**src/verilog/xefs_defs.svh**
```systemverilog
`ifndef XEFS_DEFS_SVH
`define XEFS_DEFS_SVH

// register byte offsets on the apb slave
`define XEFS_ADDR_CTRL      8'h00
`define XEFS_ADDR_CMD       8'h04
`define XEFS_ADDR_KV_SET    8'h08
`define XEFS_ADDR_UA_SET    8'h0C
`define XEFS_ADDR_STATUS    8'h10
`define XEFS_ADDR_CODE      8'h14
`define XEFS_ADDR_MON       8'h18

// control register field positions
`define XEFS_CTRL_ON_BIT    0
`define XEFS_CTRL_WDEN_BIT  1

// host commands
`define XEFS_CMD_RESET_FLT  8'h34

// scales: voltage in 100 V steps, full scale 80 kV; current in uA
`define XEFS_KV_FULL_SCALE  11'h320
`define XEFS_KV_RESET       11'h15E
`define XEFS_UA_RESET       10'h000
`define XEFS_KV_OV_LIM      11'h334
`define XEFS_KV_UV_LIM      11'h15E
`define XEFS_UA_LIM_LO      10'h113
`define XEFS_UA_LIM_HI      10'h2C6
`define XEFS_UA_ERR_PCT     8'h0A
`define XEFS_TEMP_LIM_C     8'h41

// host status codes
`define XEFS_CODE_READY     4'h0
`define XEFS_CODE_XON       4'h1
`define XEFS_CODE_ARC       4'h2
`define XEFS_CODE_OC        4'h3
`define XEFS_CODE_UV        4'h4
`define XEFS_CODE_OV        4'h6
`define XEFS_CODE_WDOG      4'h7
`define XEFS_CODE_ILK       4'h9
`define XEFS_CODE_FLIM      4'hA
`define XEFS_CODE_FSTBY     4'hB

// timing: clock in MHz, debounce in us, watchdog in s
`define XEFS_CLK_MHZ        64'hFA
`define XEFS_DEB_US         64'h3E8
`define XEFS_WDOG_S         64'hA
`define XEFS_DEB_CYC        (`XEFS_DEB_US * `XEFS_CLK_MHZ)
`define XEFS_WDOG_CYC       (`XEFS_WDOG_S * 64'hF4240 * `XEFS_CLK_MHZ)

`endif

```
**src/verilog/xefs_pkg.sv**
```systemverilog
package xefs_pkg;

  // latched fault flags
  typedef struct packed {
    logic otemp;
    logic wdog;
    logic flim;
    logic uv;
    logic arc;
    logic oc;
    logic ov;
  } xefs_flt_t;

  // open-collector outputs, one enable bit each
  typedef struct packed {
    logic otemp;
    logic flim;
    logic arc;
    logic oc;
    logic ov;
    logic fstby;
    logic xon;
    logic ready;
    logic ilk;
  } xefs_oc_t;

  // whole state of the supervisor
  typedef struct packed {
    logic [2:0]  ilk_s;
    logic [2:0]  cmd_s;
    logic [2:0]  arc_s;
    logic [2:0]  flim_s;
    logic [2:0]  fstb_s;
    logic [2:0]  mode_s;
    logic [2:0]  lreg_s;
    logic        ilk_db;
    logic        cmd_db;
    logic [31:0] ilk_cnt;
    logic [31:0] cmd_cnt;
    logic [31:0] wd_cnt;
    logic        remote;
    logic        on_req;
    logic        wd_en;
    logic [10:0] kv_set;
    logic [9:0]  ua_set;
    logic [10:0] kv_out;
    logic [9:0]  ua_out;
    xefs_flt_t   flt;
    logic        hv;
    xefs_oc_t    oe;
    xefs_oc_t    lvl;
    logic [3:0]  code;
    logic        xon_code;
    logic        pready;
    logic        pslverr;
    logic [31:0] prdata;
  } xefs_state_t;

endpackage

```
**src/verilog/xefs_top.sv**
```systemverilog
`timescale 1ns/1ps
`include "xefs_defs.svh"

// Overview of operation
// - jumper low picks local pin control, jumper high picks remote host control
// - after reset setpoints are zero except voltage, which starts at 35 kV
// - voltage scale is linear with 80 kV full scale; current linear too
// - local: contact input switches x-ray; remote: only host command does
// - high voltage is never enabled while the interlock is open
// - interlock opening while high voltage runs turns it off at once
// - any fault powers down, drops high voltage, reports not ready
// - host clears all latched faults by sending command 52
// - every status or fault output is open collector, pulled low when active
// - open interlock reports code 9; interlock output low when closed
// - ready output low only with no fault and interlock closed; code 0 also shows with over-temperature alone
// - x-ray on reported as bit 8 of the code register and output low while on
// - output above 82 kV trips, pulls overvoltage low, code 6
// - current above limit or too far from setpoint trips, code 3
// - one arc trips and latches the arc fault, code 2
// - lost regulation below 35 kV trips, code 4, no discrete output
// - filament current over limit pulls its output low, code 10
// - x-ray off with filament in standby pulls standby low, code 11
// - enabled watchdog faults with code 7 after ten silent seconds
// - oil temperature above 65 C pulls over-temperature low
module xefs_top #(
  parameter logic [31:0] DEBOUNCE_CYC = 32'(`XEFS_DEB_CYC),
  parameter logic [31:0] WDOG_CYC     = 32'(`XEFS_WDOG_CYC),
  parameter bit          OPTION_50W   = 1'b0
) (
  // clock and reset
  input  wire logic        CLK,
  input  wire logic        ARST_N,
  // apb slave
  input  wire logic        PSEL,
  input  wire logic        PENABLE,
  input  wire logic        PWRITE,
  input  wire logic [7:0]  PADDR,
  input  wire logic [31:0] PWDATA,
  output logic [31:0]      PRDATA,
  output logic             PREADY,
  output logic             PSLVERR,
  // pins from the connector and the jumper
  input  wire logic        MODE_SELECT_JUMPER,
  input  wire logic        INTERLOCK_INPUT_N,
  input  wire logic        XRAY_ON_CONTACT_INPUT_N,
  // detectors from the supply
  input  wire logic        ARC_DETECT,
  input  wire logic        FILAMENT_OVER_LIMIT,
  input  wire logic        FILAMENT_IN_STANDBY,
  input  wire logic        REGULATION_LOST,
  // digitised measurements and local programs, same clock
  input  wire logic [10:0] KV_MONITOR,
  input  wire logic [9:0]  UA_MONITOR,
  input  wire logic [10:0] KV_PROGRAM,
  input  wire logic [9:0]  UA_PROGRAM,
  input  wire logic [7:0]  OIL_TEMP_C,
  // drive to the high voltage supply
  output logic             HV_ENABLE,
  output logic [10:0]      KV_SETPOINT,
  output logic [9:0]       UA_SETPOINT,
  // open-collector status outputs
  output xefs_pkg::xefs_oc_t OC_OUT,
  output xefs_pkg::xefs_oc_t OC_OE
);

  xefs_pkg::xefs_state_t s_r;
  xefs_pkg::xefs_state_t s_nxt;
  xefs_pkg::xefs_flt_t   flt_set;
  logic                  flt_clr;
  logic                  ilk_ok;
  logic                  cmd_ok;
  logic                  apb_setup;
  logic                  apb_done;
  logic                  apb_wr;
  logic                  on_cmd;
  logic                  stby;
  logic [9:0]            ua_diff;
  logic [9:0]            ua_lim;
  logic [33:0]           deb_i;
  logic [33:0]           deb_c;

  // debounce step: result is {level, changed, count}
  // any disagreement or a return to the old level restarts the count from zero
  function automatic logic [33:0] deb_step(input logic raw, input logic agree,
                                           input logic lvl, input logic [31:0] cnt);
    logic [33:0] r;
    r = {lvl, 1'b0, 32'h0000_0000};
    if (agree && raw != lvl) begin
      if (cnt >= DEBOUNCE_CYC - 32'h0000_0001) begin
        r = {raw, 1'b1, 32'h0000_0000};
      end else begin
        r = {lvl, 1'b0, cnt + 32'h0000_0001};
      end
    end
    return r;
  endfunction

  // next-state logic
  always_comb begin
    s_nxt = s_r;
    // three-stage synchronisers; stage 0 feeds stage 1 only
    // jumper and detector pins share this path; only interlock and contact are debounced
    s_nxt.ilk_s  = {s_r.ilk_s[1:0], INTERLOCK_INPUT_N};
    s_nxt.cmd_s  = {s_r.cmd_s[1:0], XRAY_ON_CONTACT_INPUT_N};
    s_nxt.arc_s  = {s_r.arc_s[1:0], ARC_DETECT};
    s_nxt.flim_s = {s_r.flim_s[1:0], FILAMENT_OVER_LIMIT};
    s_nxt.fstb_s = {s_r.fstb_s[1:0], FILAMENT_IN_STANDBY};
    s_nxt.mode_s = {s_r.mode_s[1:0], MODE_SELECT_JUMPER};
    s_nxt.lreg_s = {s_r.lreg_s[1:0], REGULATION_LOST};

    // both pins are active low: low means closed / on
    ilk_ok = s_r.ilk_s[1] == s_r.ilk_s[2];
    cmd_ok = s_r.cmd_s[1] == s_r.cmd_s[2];
    deb_i = deb_step(~s_r.ilk_s[2], ilk_ok, s_r.ilk_db, s_r.ilk_cnt);
    deb_c = deb_step(~s_r.cmd_s[2], cmd_ok, s_r.cmd_db, s_r.cmd_cnt);
    s_nxt.ilk_db  = deb_i[33];
    s_nxt.ilk_cnt = deb_i[31:0];
    s_nxt.cmd_db  = deb_c[33];
    s_nxt.cmd_cnt = deb_c[31:0];

    // jumper is static; a change counts once stages agree
    if (s_r.mode_s[1] == s_r.mode_s[2]) begin
      s_nxt.remote = s_r.mode_s[2];
    end

    // standby is worked out before the status read below, which shows it
    stby      = !s_r.hv && s_r.fstb_s[1] && s_r.fstb_s[2];

    // apb phases; the slave answers with no wait state
    apb_setup = PSEL && !PENABLE;
    apb_done  = PSEL && PENABLE && s_r.pready;
    apb_wr    = apb_done && PWRITE;
    s_nxt.pready  = apb_setup;
    s_nxt.pslverr = 1'b0;
    s_nxt.prdata  = 32'h0000_0000;
    if (apb_setup) begin
      case (PADDR)
        `XEFS_ADDR_CTRL:   s_nxt.prdata = {30'h0000_0000, s_r.wd_en, s_r.on_req};
        `XEFS_ADDR_CMD:    s_nxt.prdata = 32'h0000_0000;
        `XEFS_ADDR_KV_SET: s_nxt.prdata = {21'h00_0000, s_r.kv_set};
        `XEFS_ADDR_UA_SET: s_nxt.prdata = {22'h00_0000, s_r.ua_set};
        `XEFS_ADDR_STATUS: s_nxt.prdata = {20'h0_0000, s_r.remote, s_r.hv, s_r.ilk_db,
                                           stby, s_r.oe.ready, s_r.flt};
        `XEFS_ADDR_CODE:   s_nxt.prdata = {23'h00_0000, s_r.xon_code, 4'h0, s_r.code};
        `XEFS_ADDR_MON:    s_nxt.prdata = {6'h00, UA_MONITOR, 5'h00, KV_MONITOR};
        default:           s_nxt.pslverr = 1'b1; // unmapped address
      endcase
    end

    // watchdog: any completed host access counts as communication
    // the count saturates, so a long silence can never wrap and hide the fault
    if (!s_r.wd_en || apb_done) begin
      s_nxt.wd_cnt = 32'h0000_0000;
    end else if (s_r.wd_cnt < WDOG_CYC) begin
      s_nxt.wd_cnt = s_r.wd_cnt + 32'h0000_0001;
    end

    // fault detectors
    // the current error check runs only with high voltage on: the supply cannot track while off
    ua_lim  = OPTION_50W ? `XEFS_UA_LIM_HI : `XEFS_UA_LIM_LO;
    ua_diff = (UA_MONITOR > s_r.ua_out) ? UA_MONITOR - s_r.ua_out : s_r.ua_out - UA_MONITOR;
    flt_set.ov    = KV_MONITOR > `XEFS_KV_OV_LIM;
    flt_set.oc    = (UA_MONITOR > ua_lim) ||
                    (s_r.hv && ({8'h00, ua_diff} * 18'h00064 >
                                {10'h000, `XEFS_UA_ERR_PCT} * {8'h00, s_r.ua_out}));
    flt_set.arc   = s_r.arc_s[1] && s_r.arc_s[2];
    flt_set.uv    = s_r.hv && s_r.lreg_s[1] && s_r.lreg_s[2] &&
                    KV_MONITOR < `XEFS_KV_UV_LIM;
    flt_set.flim  = s_r.flim_s[1] && s_r.flim_s[2];
    flt_set.wdog  = s_r.wd_en && s_r.wd_cnt >= WDOG_CYC;
    flt_set.otemp = OIL_TEMP_C > `XEFS_TEMP_LIM_C;

    // clear: local contact off then on, or host command; a set wins
    flt_clr = (!s_r.remote && !s_r.cmd_db && s_nxt.cmd_db) ||
              (apb_wr && PADDR == `XEFS_ADDR_CMD &&
               PWDATA[7:0] == `XEFS_CMD_RESET_FLT);
    s_nxt.flt = (s_r.flt & ~(flt_clr ? 7'h7F : 7'h00)) | flt_set;

    // host registers
    // the on bit is stored in local mode too but only acts once the jumper selects remote
    if (apb_wr && PADDR == `XEFS_ADDR_CTRL) begin
      s_nxt.on_req = PWDATA[`XEFS_CTRL_ON_BIT];
      s_nxt.wd_en  = PWDATA[`XEFS_CTRL_WDEN_BIT];
    end
    if (apb_wr && PADDR == `XEFS_ADDR_KV_SET) begin
      s_nxt.kv_set = PWDATA[10:0];
    end
    if (apb_wr && PADDR == `XEFS_ADDR_UA_SET) begin
      s_nxt.ua_set = PWDATA[9:0];
    end
    // a fault powers down: the host must ask for x-ray again
    if (|flt_set) begin
      s_nxt.on_req = 1'b0;
    end

    // local takes the pin programs, remote the host setpoints; both scale to 80 kV
    s_nxt.kv_out = s_r.remote ? s_r.kv_set : KV_PROGRAM;
    s_nxt.ua_out = s_r.remote ? s_r.ua_set : UA_PROGRAM;

    // x-ray source: contact locally, host command remotely
    on_cmd   = s_r.remote ? s_nxt.on_req : s_nxt.cmd_db;
    // interlock and faults gate in the same cycle they appear
    s_nxt.hv = on_cmd && s_nxt.ilk_db && !(|s_nxt.flt);

    // host status code, most severe first
    // over-temperature has no code of its own; software sees it in the status word
    if (s_nxt.flt.wdog) begin
      s_nxt.code = `XEFS_CODE_WDOG;
    end else if (s_nxt.flt.arc) begin
      s_nxt.code = `XEFS_CODE_ARC;
    end else if (s_nxt.flt.ov) begin
      s_nxt.code = `XEFS_CODE_OV;
    end else if (s_nxt.flt.oc) begin
      s_nxt.code = `XEFS_CODE_OC;
    end else if (s_nxt.flt.uv) begin
      s_nxt.code = `XEFS_CODE_UV;
    end else if (s_nxt.flt.flim) begin
      s_nxt.code = `XEFS_CODE_FLIM;
    end else if (!s_nxt.ilk_db) begin
      s_nxt.code = `XEFS_CODE_ILK;
    end else if (stby) begin
      s_nxt.code = `XEFS_CODE_FSTBY;
    end else begin
      s_nxt.code = `XEFS_CODE_READY;
    end
    s_nxt.xon_code = s_nxt.hv;

    // open collector: level always low, enable pulls while active
    // the pins only sink, so a released line reads high through the board pull-up
    s_nxt.lvl      = '0;
    s_nxt.oe.ilk   = s_nxt.ilk_db;
    s_nxt.oe.ready = !(|s_nxt.flt) && s_nxt.ilk_db;
    s_nxt.oe.xon   = s_nxt.hv;
    s_nxt.oe.fstby = stby;
    s_nxt.oe.ov    = s_nxt.flt.ov;
    s_nxt.oe.oc    = s_nxt.flt.oc;
    s_nxt.oe.arc   = s_nxt.flt.arc;
    s_nxt.oe.flim  = s_nxt.flt.flim;
    s_nxt.oe.otemp = s_nxt.flt.otemp;
  end

  // state register; interlock and contact pins idle high so their synchronisers reset to one
  // a reset in mid-run drops high voltage at once, without waiting for a clock edge
  always_ff @(posedge CLK or negedge ARST_N) begin
    if (!ARST_N) begin
      s_r         <= '0;
      s_r.ilk_s   <= 3'h7;
      s_r.cmd_s   <= 3'h7;
      s_r.kv_set  <= `XEFS_KV_RESET;
      s_r.ua_set  <= `XEFS_UA_RESET;
      s_r.kv_out  <= `XEFS_KV_RESET;
      s_r.ua_out  <= `XEFS_UA_RESET;
      s_r.code    <= `XEFS_CODE_ILK;
    end else begin
      s_r <= s_nxt;
    end
  end

  // outputs straight from the state register
  assign PRDATA      = s_r.prdata;
  assign PREADY      = s_r.pready;
  assign PSLVERR     = s_r.pslverr;
  assign HV_ENABLE   = s_r.hv;
  assign KV_SETPOINT = s_r.kv_out;
  assign UA_SETPOINT = s_r.ua_out;
  assign OC_OUT      = s_r.lvl;
  assign OC_OE       = s_r.oe;
endmodule
```
**config.mk**
```make
export PLATFORM = sky130hd
export DESIGN_NAME = xefs_top
export DESIGN_NICKNAME = d
export VERILOG_FILES = /design/src/verilog/xefs_pkg.sv /design/src/verilog/xefs_top.sv
export VERILOG_INCLUDE_DIRS = /design/src /design/src/verilog
export SDC_FILE = /design/constraint.sdc
export NUM_CORES = 1
export LEC_CHECK = 0
export BUFFER_PORTS_ARGS = -buffer_cell sky130_fd_sc_hd__buf_2
export CORE_MARGIN = 2
export CORE_UTILIZATION = 59
export CTS_BUF_LIST = sky130_fd_sc_hd__clkbuf_2
export DETAILED_ROUTE_END_ITERATION = 6
export GPL_TIMING_DRIVEN = 0
export MAX_ROUTING_LAYER = met4
export PLACE_DENSITY = 0.82
export SETUP_SLACK_MARGIN = 0.1
export SLEW_MARGIN = 20
export SYNTH_ARGS = -nofsm -noshare
export SYNTH_HDL_FRONTEND = slang
export SYNTH_SLANG_ARGS = --single-unit
```
**constraint.sdc**
```tcl
create_clock -name CLK -period 8.8 [get_ports CLK]
set_input_delay 0.88 -clock CLK [delete_from_list [all_inputs] [get_ports CLK]]
set_output_delay 0.88 -clock CLK [all_outputs]
set_load 0.02 [all_outputs]
```
==> impl_metrics.prom <==
# TYPE chip_impl_metric gauge
chip_impl_info{name="status",value="completed"} 1
chip_impl_metric{name="fin_worst_hold_slack",unit="ns"} 0.1097
chip_impl_metric{name="worstMarginPinSlew",unit="ns"} 0.8914
chip_impl_info{name="ranking_of_synthesized_cells_by_instance_count",value="dfrtp_1, nor2_1, ha_1"} 1
chip_impl_metric{name="placed_cells_incl_taps",unit=""} 1527
chip_impl_metric{name="io_buffer_count",unit=""} 133
chip_impl_metric{name="drv_cap",unit=""} 0
chip_impl_info{name="cp-start-kind",value="flip-flop"} 1
chip_impl_metric{name="antenna_found_initial",unit=""} 2
chip_impl_metric{name="relative_contribution_of_the_clock_network_to_total_power",unit="%"} 21.1
chip_impl_metric{name="fillCellCount",unit=""} 1494
chip_impl_metric{name="power.static_leakage",unit="nW"} 6.530
chip_impl_info{name="top_layer",value="met4"} 1
chip_impl_metric{name="switching_share",unit="%"} 38.62
chip_impl_metric{name="power.share.sequential",unit="%"} 33.0
chip_impl_info{name="timing.critical_path.from",value="UA_SETPOINT[0]$_DFF_PN0_"} 1
chip_impl_metric{name="routabilityCongestion",unit=""} 0.9068
chip_impl_info{name="setup_cp_type",value="flip-flop to flip-flop"} 1
chip_impl_metric{name="row_count",unit=""} 50
chip_impl_info{name="synth_top_family_by_area",value="simple AND/OR/NAND/NOR gates"} 1
chip_impl_info{name="ctsRootBufferMaster",value="clkbuf_2"} 1
chip_impl_metric{name="fmaxAchievable",unit="GHz"} 0.1350
chip_impl_info{name="crit_path_frequent_cell",value="ha_1"} 1
chip_impl_metric{name="track_usage",unit="%"} 25.72
chip_impl_info{name="endpoint_kind",value="flip-flop"} 1
chip_impl_metric{name="timing.final.hold_violations",unit=""} 0
chip_impl_metric{name="holdBufCountCts",unit=""} 0
chip_impl_metric{name="grt_pass1_wl",unit="µm"} 40480
chip_impl_metric{name="num-nets-final",unit=""} 1514
chip_impl_metric{name="synth_warnings",unit=""} 0
chip_impl_metric{name="die_area",unit="µm²"} 20430
chip_impl_metric{name="die-height",unit="µm"} 142.9
chip_impl_metric{name="p_switching",unit="mW"} 1.138
chip_impl_info{name="r2r_path_start",value="UA_SETPOINT[0]$_DFF_PN0_"} 1
chip_impl_metric{name="dieWidth",unit="µm"} 142.9
chip_impl_metric{name="drcViolationCount",unit=""} 0
chip_impl_metric{name="postCtsResizedCells",unit=""} 0
chip_impl_metric{name="critical_path_peak_fanout",unit=""} 10
chip_impl_metric{name="synth_edf_count",unit=""} 0
chip_impl_metric{name="cts_max_level",unit=""} 2
chip_impl_metric{name="floorplan.io_pins",unit=""} 176
chip_impl_metric{name="number_of_cts_inserted_buffers",unit=""} 52
chip_impl_metric{name="post-route-min-period",unit="ns"} 7.410
chip_impl_metric{name="asyncSetResetFlopFracSynth",unit="%"} 100.0
chip_impl_info{name="yosys.cell_count.top_type",value="dfrtp_1"} 1
chip_impl_metric{name="finalSetupTns",unit="ns"} 0
chip_impl_metric{name="synth_compound_area_share",unit="%"} 9.867
chip_impl_metric{name="wl_met1",unit="µm"} 11040
chip_impl_metric{name="combinationalPowerShare",unit="%"} 45.9
chip_impl_metric{name="worst_setup_hold_path_clk_slew",unit="ns"} 0.11
chip_impl_metric{name="cts.path.max_buffers",unit=""} 3
chip_impl_info{name="tritoncts_clock_tree",value="built"} 1
chip_impl_metric{name="place.detailed.hpwl",unit="µm"} 18830
chip_impl_metric{name="critical_path_arrival",unit="ns"} 8.08
chip_impl_metric{name="netlist_area",unit="µm²"} 11390
chip_impl_metric{name="netlist-cell-type-count",unit=""} 80
chip_impl_metric{name="seq_area_frac_synth",unit="%"} 44.61
chip_impl_info{name="post-synth-top-area-cell",value="dfrtp_1"} 1
chip_impl_metric{name="power_per_cell_area",unit="nW/µm²"} 225.5
chip_impl_metric{name="internal-power",unit="mW"} 1.808
chip_impl_metric{name="peakVddDrop",unit="µV"} 187.0
chip_impl_metric{name="wl_met2",unit="µm"} 12130
chip_impl_metric{name="post_layout_nonfiller_instances",unit=""} 1617
chip_impl_metric{name="drt-wirelength-per-cell",unit="µm"} 15.59
chip_impl_info{name="synth-main-ff-cell",value="dfrtp_1"} 1
chip_impl_metric{name="grt_overflow",unit=""} 0
chip_impl_metric{name="dpl_cell_area",unit="µm²"} 12620
chip_impl_metric{name="insertion_delay",unit="ns"} 0.78
chip_impl_metric{name="post_synth_fa_ha_maj_area_fraction",unit="%"} 10.61
chip_impl_metric{name="maxSlewHeadroom",unit="%"} 40.36
chip_impl_metric{name="synth.ff_latch_count",unit=""} 202
chip_impl_metric{name="detailroute.wirelength.met3",unit="µm"} 1404
chip_impl_info{name="slowest_stage",value="fa_1"} 1
chip_impl_metric{name="drt_first_iter_violations",unit=""} 465
chip_impl_metric{name="detail_route.wirelength",unit="µm"} 25210
chip_impl_info{name="netlist_top_cells_area",value="dfrtp_1, ha_1, mux2_2"} 1
chip_impl_metric{name="synth.area.mux_share",unit="%"} 7.241
chip_impl_metric{name="synth_area_per_cell",unit="µm²"} 10.49
chip_impl_metric{name="core_region_area",unit="µm²"} 18830
chip_impl_metric{name="vias",unit=""} 8648
chip_impl_metric{name="initial_core_utilization",unit="%"} 60.47
chip_impl_metric{name="post_cts_setup_repair_bufs",unit=""} 0
chip_impl_metric{name="cp_slowest_stage_delay",unit="ns"} 0.53
chip_impl_info{name="grt_setup_unrepaired",value="false"} 1
chip_impl_metric{name="postLayoutCellArea",unit="µm²"} 13070
chip_impl_metric{name="synthesized_area_fraction_occupied_by_xor_and_xnor_cells",unit="%"} 5.999
chip_impl_metric{name="yosysTopAreaCellShare",unit="%"} 40.00
chip_impl_info{name="worst_hold_path_type",value="input port to async pin"} 1
chip_impl_metric{name="required",unit="ns"} 9.47
chip_impl_metric{name="antenna_left",unit=""} 0
chip_impl_metric{name="final_cycle_share",unit="%"} 84.20
chip_impl_metric{name="finalMaxSlewViolations",unit=""} 0
chip_impl_metric{name="finalClockSkew",unit="ns"} 0.04382
chip_impl_metric{name="synthToLayoutAreaGrowth",unit="%"} 14.76
chip_impl_metric{name="clock_sinks",unit=""} 202
chip_impl_metric{name="synth_simple_gate_area_share",unit="%"} 13.89
chip_impl_metric{name="ratio_of_routed_vias_to_standard_cells",unit=""} 5.348
chip_impl_metric{name="1st_pass_router_iterations",unit=""} 5
chip_impl_metric{name="grt_start_max_net_pins",unit=""} 104
chip_impl_metric{name="final_layout_size_suffix_gt1_share",unit="%"} 28.24
chip_impl_metric{name="synthCells",unit=""} 1086
chip_impl_metric{name="via_count_of_the_first_global_routing_pass",unit=""} 8581
chip_impl_metric{name="setup_violations",unit=""} 0
-- cell families after synthesis --
group,after synthesis
adder cells (fa/ha/maj),92
buffers and inverters,160
multiplexers,76
AO/OA/AOI/OAI,170
other,1
flip-flops,202
XOR/XNOR,78
AND/OR/NAND/NOR,307
-- metrics by stage --
stage          util (%)  power, mW  setup slack, ns
3_3_place_gp      66.65      2.285            1.020
3_5_place_dp      67.00      2.334           0.8551
5_1_grt           69.40      3.231           0.7645
6_report          69.40      2.946            1.390
2_1_floorplan         -      2.032            2.067
4_1_cts           69.38      2.974            1.388
-- worst paths after layout --
| kind | end | slack [ns] | cells after the start |
|---|---|---|---|
| max | s_r[35]$_DFF_PN1_ | 1.39 | 30 |
| min | PRDATA[19]$_DFF_PN0_ | 0.11 | 2 |
| max reg2reg | s_r[35]$_DFF_PN1_ | 1.39 | 30 |
| min reg2reg | s_nxt[225]$_DFF_PN1_ | 0.35 | 0 |
| max in group asynchronous | s_r[99]$_DFFE_PN1P_ | 7.79 | 3 |
| min in group CLK | s_nxt[224]$_DFF_PN1_ | 0.21 | 1 |
-- flip-flops by register name, indices dropped and copies added, names as in the netlist --
| register | cells |
|---|---|
| PREADY | 1 |
| s_r | 135 |
| PRDATA | 22 |
| UA_SETPOINT | 10 |
| PSLVERR | 1 |
| s_nxt | 14 |
| OC_OE | 8 |
| KV_SETPOINT | 11 |
-- per-layer routing --
layer,vias up,global-route usage [%]
met4,0,9.380
li1,4176,-
met2,261,41.20
met3,51,4.829
met1,4160,32.87
met5,-,-
-- placed cells by master, fill, tap and decap left out, types with 39 or more instances in the layout --
| cell | instances |
|---|---|
| a21oi_1 | 49 |
| buf_2 | 134 |
| buf_4 | 71 |
| clkbuf_2 | 83 |
| conb_1 | 47 |
| dfrtp_1 | 182 |
| ha_1 | 83 |
| inv_1 | 61 |
| mux2_2 | 51 |
| nand2_1 | 43 |
| nor2_1 | 105 |
| xnor2_1 | 39 |
| xor2_1 | 39 |
-- power by group through the flow --
stage / Combinational, mW / Sequential [mW] / Clock (mW)
finish: 1.35 / 0.973 / 0.621
detailed placement: 1.34 / 0.990 / 0
CTS: 1.35 / 0.972 / 0.647
global route: 1.56 / 0.976 / 0.695
floorplan: 1.05 / 0.984 / 0
global placement: 1.29 / 0.990 / 0
-- critical path, delay by kind of cell, from the launching register on --
kind / cells / cell delay, ns
compound gates: 14 / 3.05
fa+ha+maj: 7 / 2.31
flops: 1 / 0.44
buf+inv: 4 / 0.47
simple gates: 3 / 0.56
xor+xnor: 2 / 0.45
-- cell type report --
cell class                      instances  area, µm²  share of cell area (%)
Buffer                                 99      653.1                   4.998
Multi-Input combinational cell        770       5598                   42.84
Clock inverter                          6      33.78                  0.2585
Antenna cell                            1      2.502                 0.01915
Sequential cell                       202       5080                   38.87
Timing Repair Buffer                  135      730.7                   5.592
Inverter                               61      229.0                   1.752
Clock buffer                           83      415.4                   3.179
Tap cell                              260      325.3                   2.489
Power figures use the tool's default switching activity.
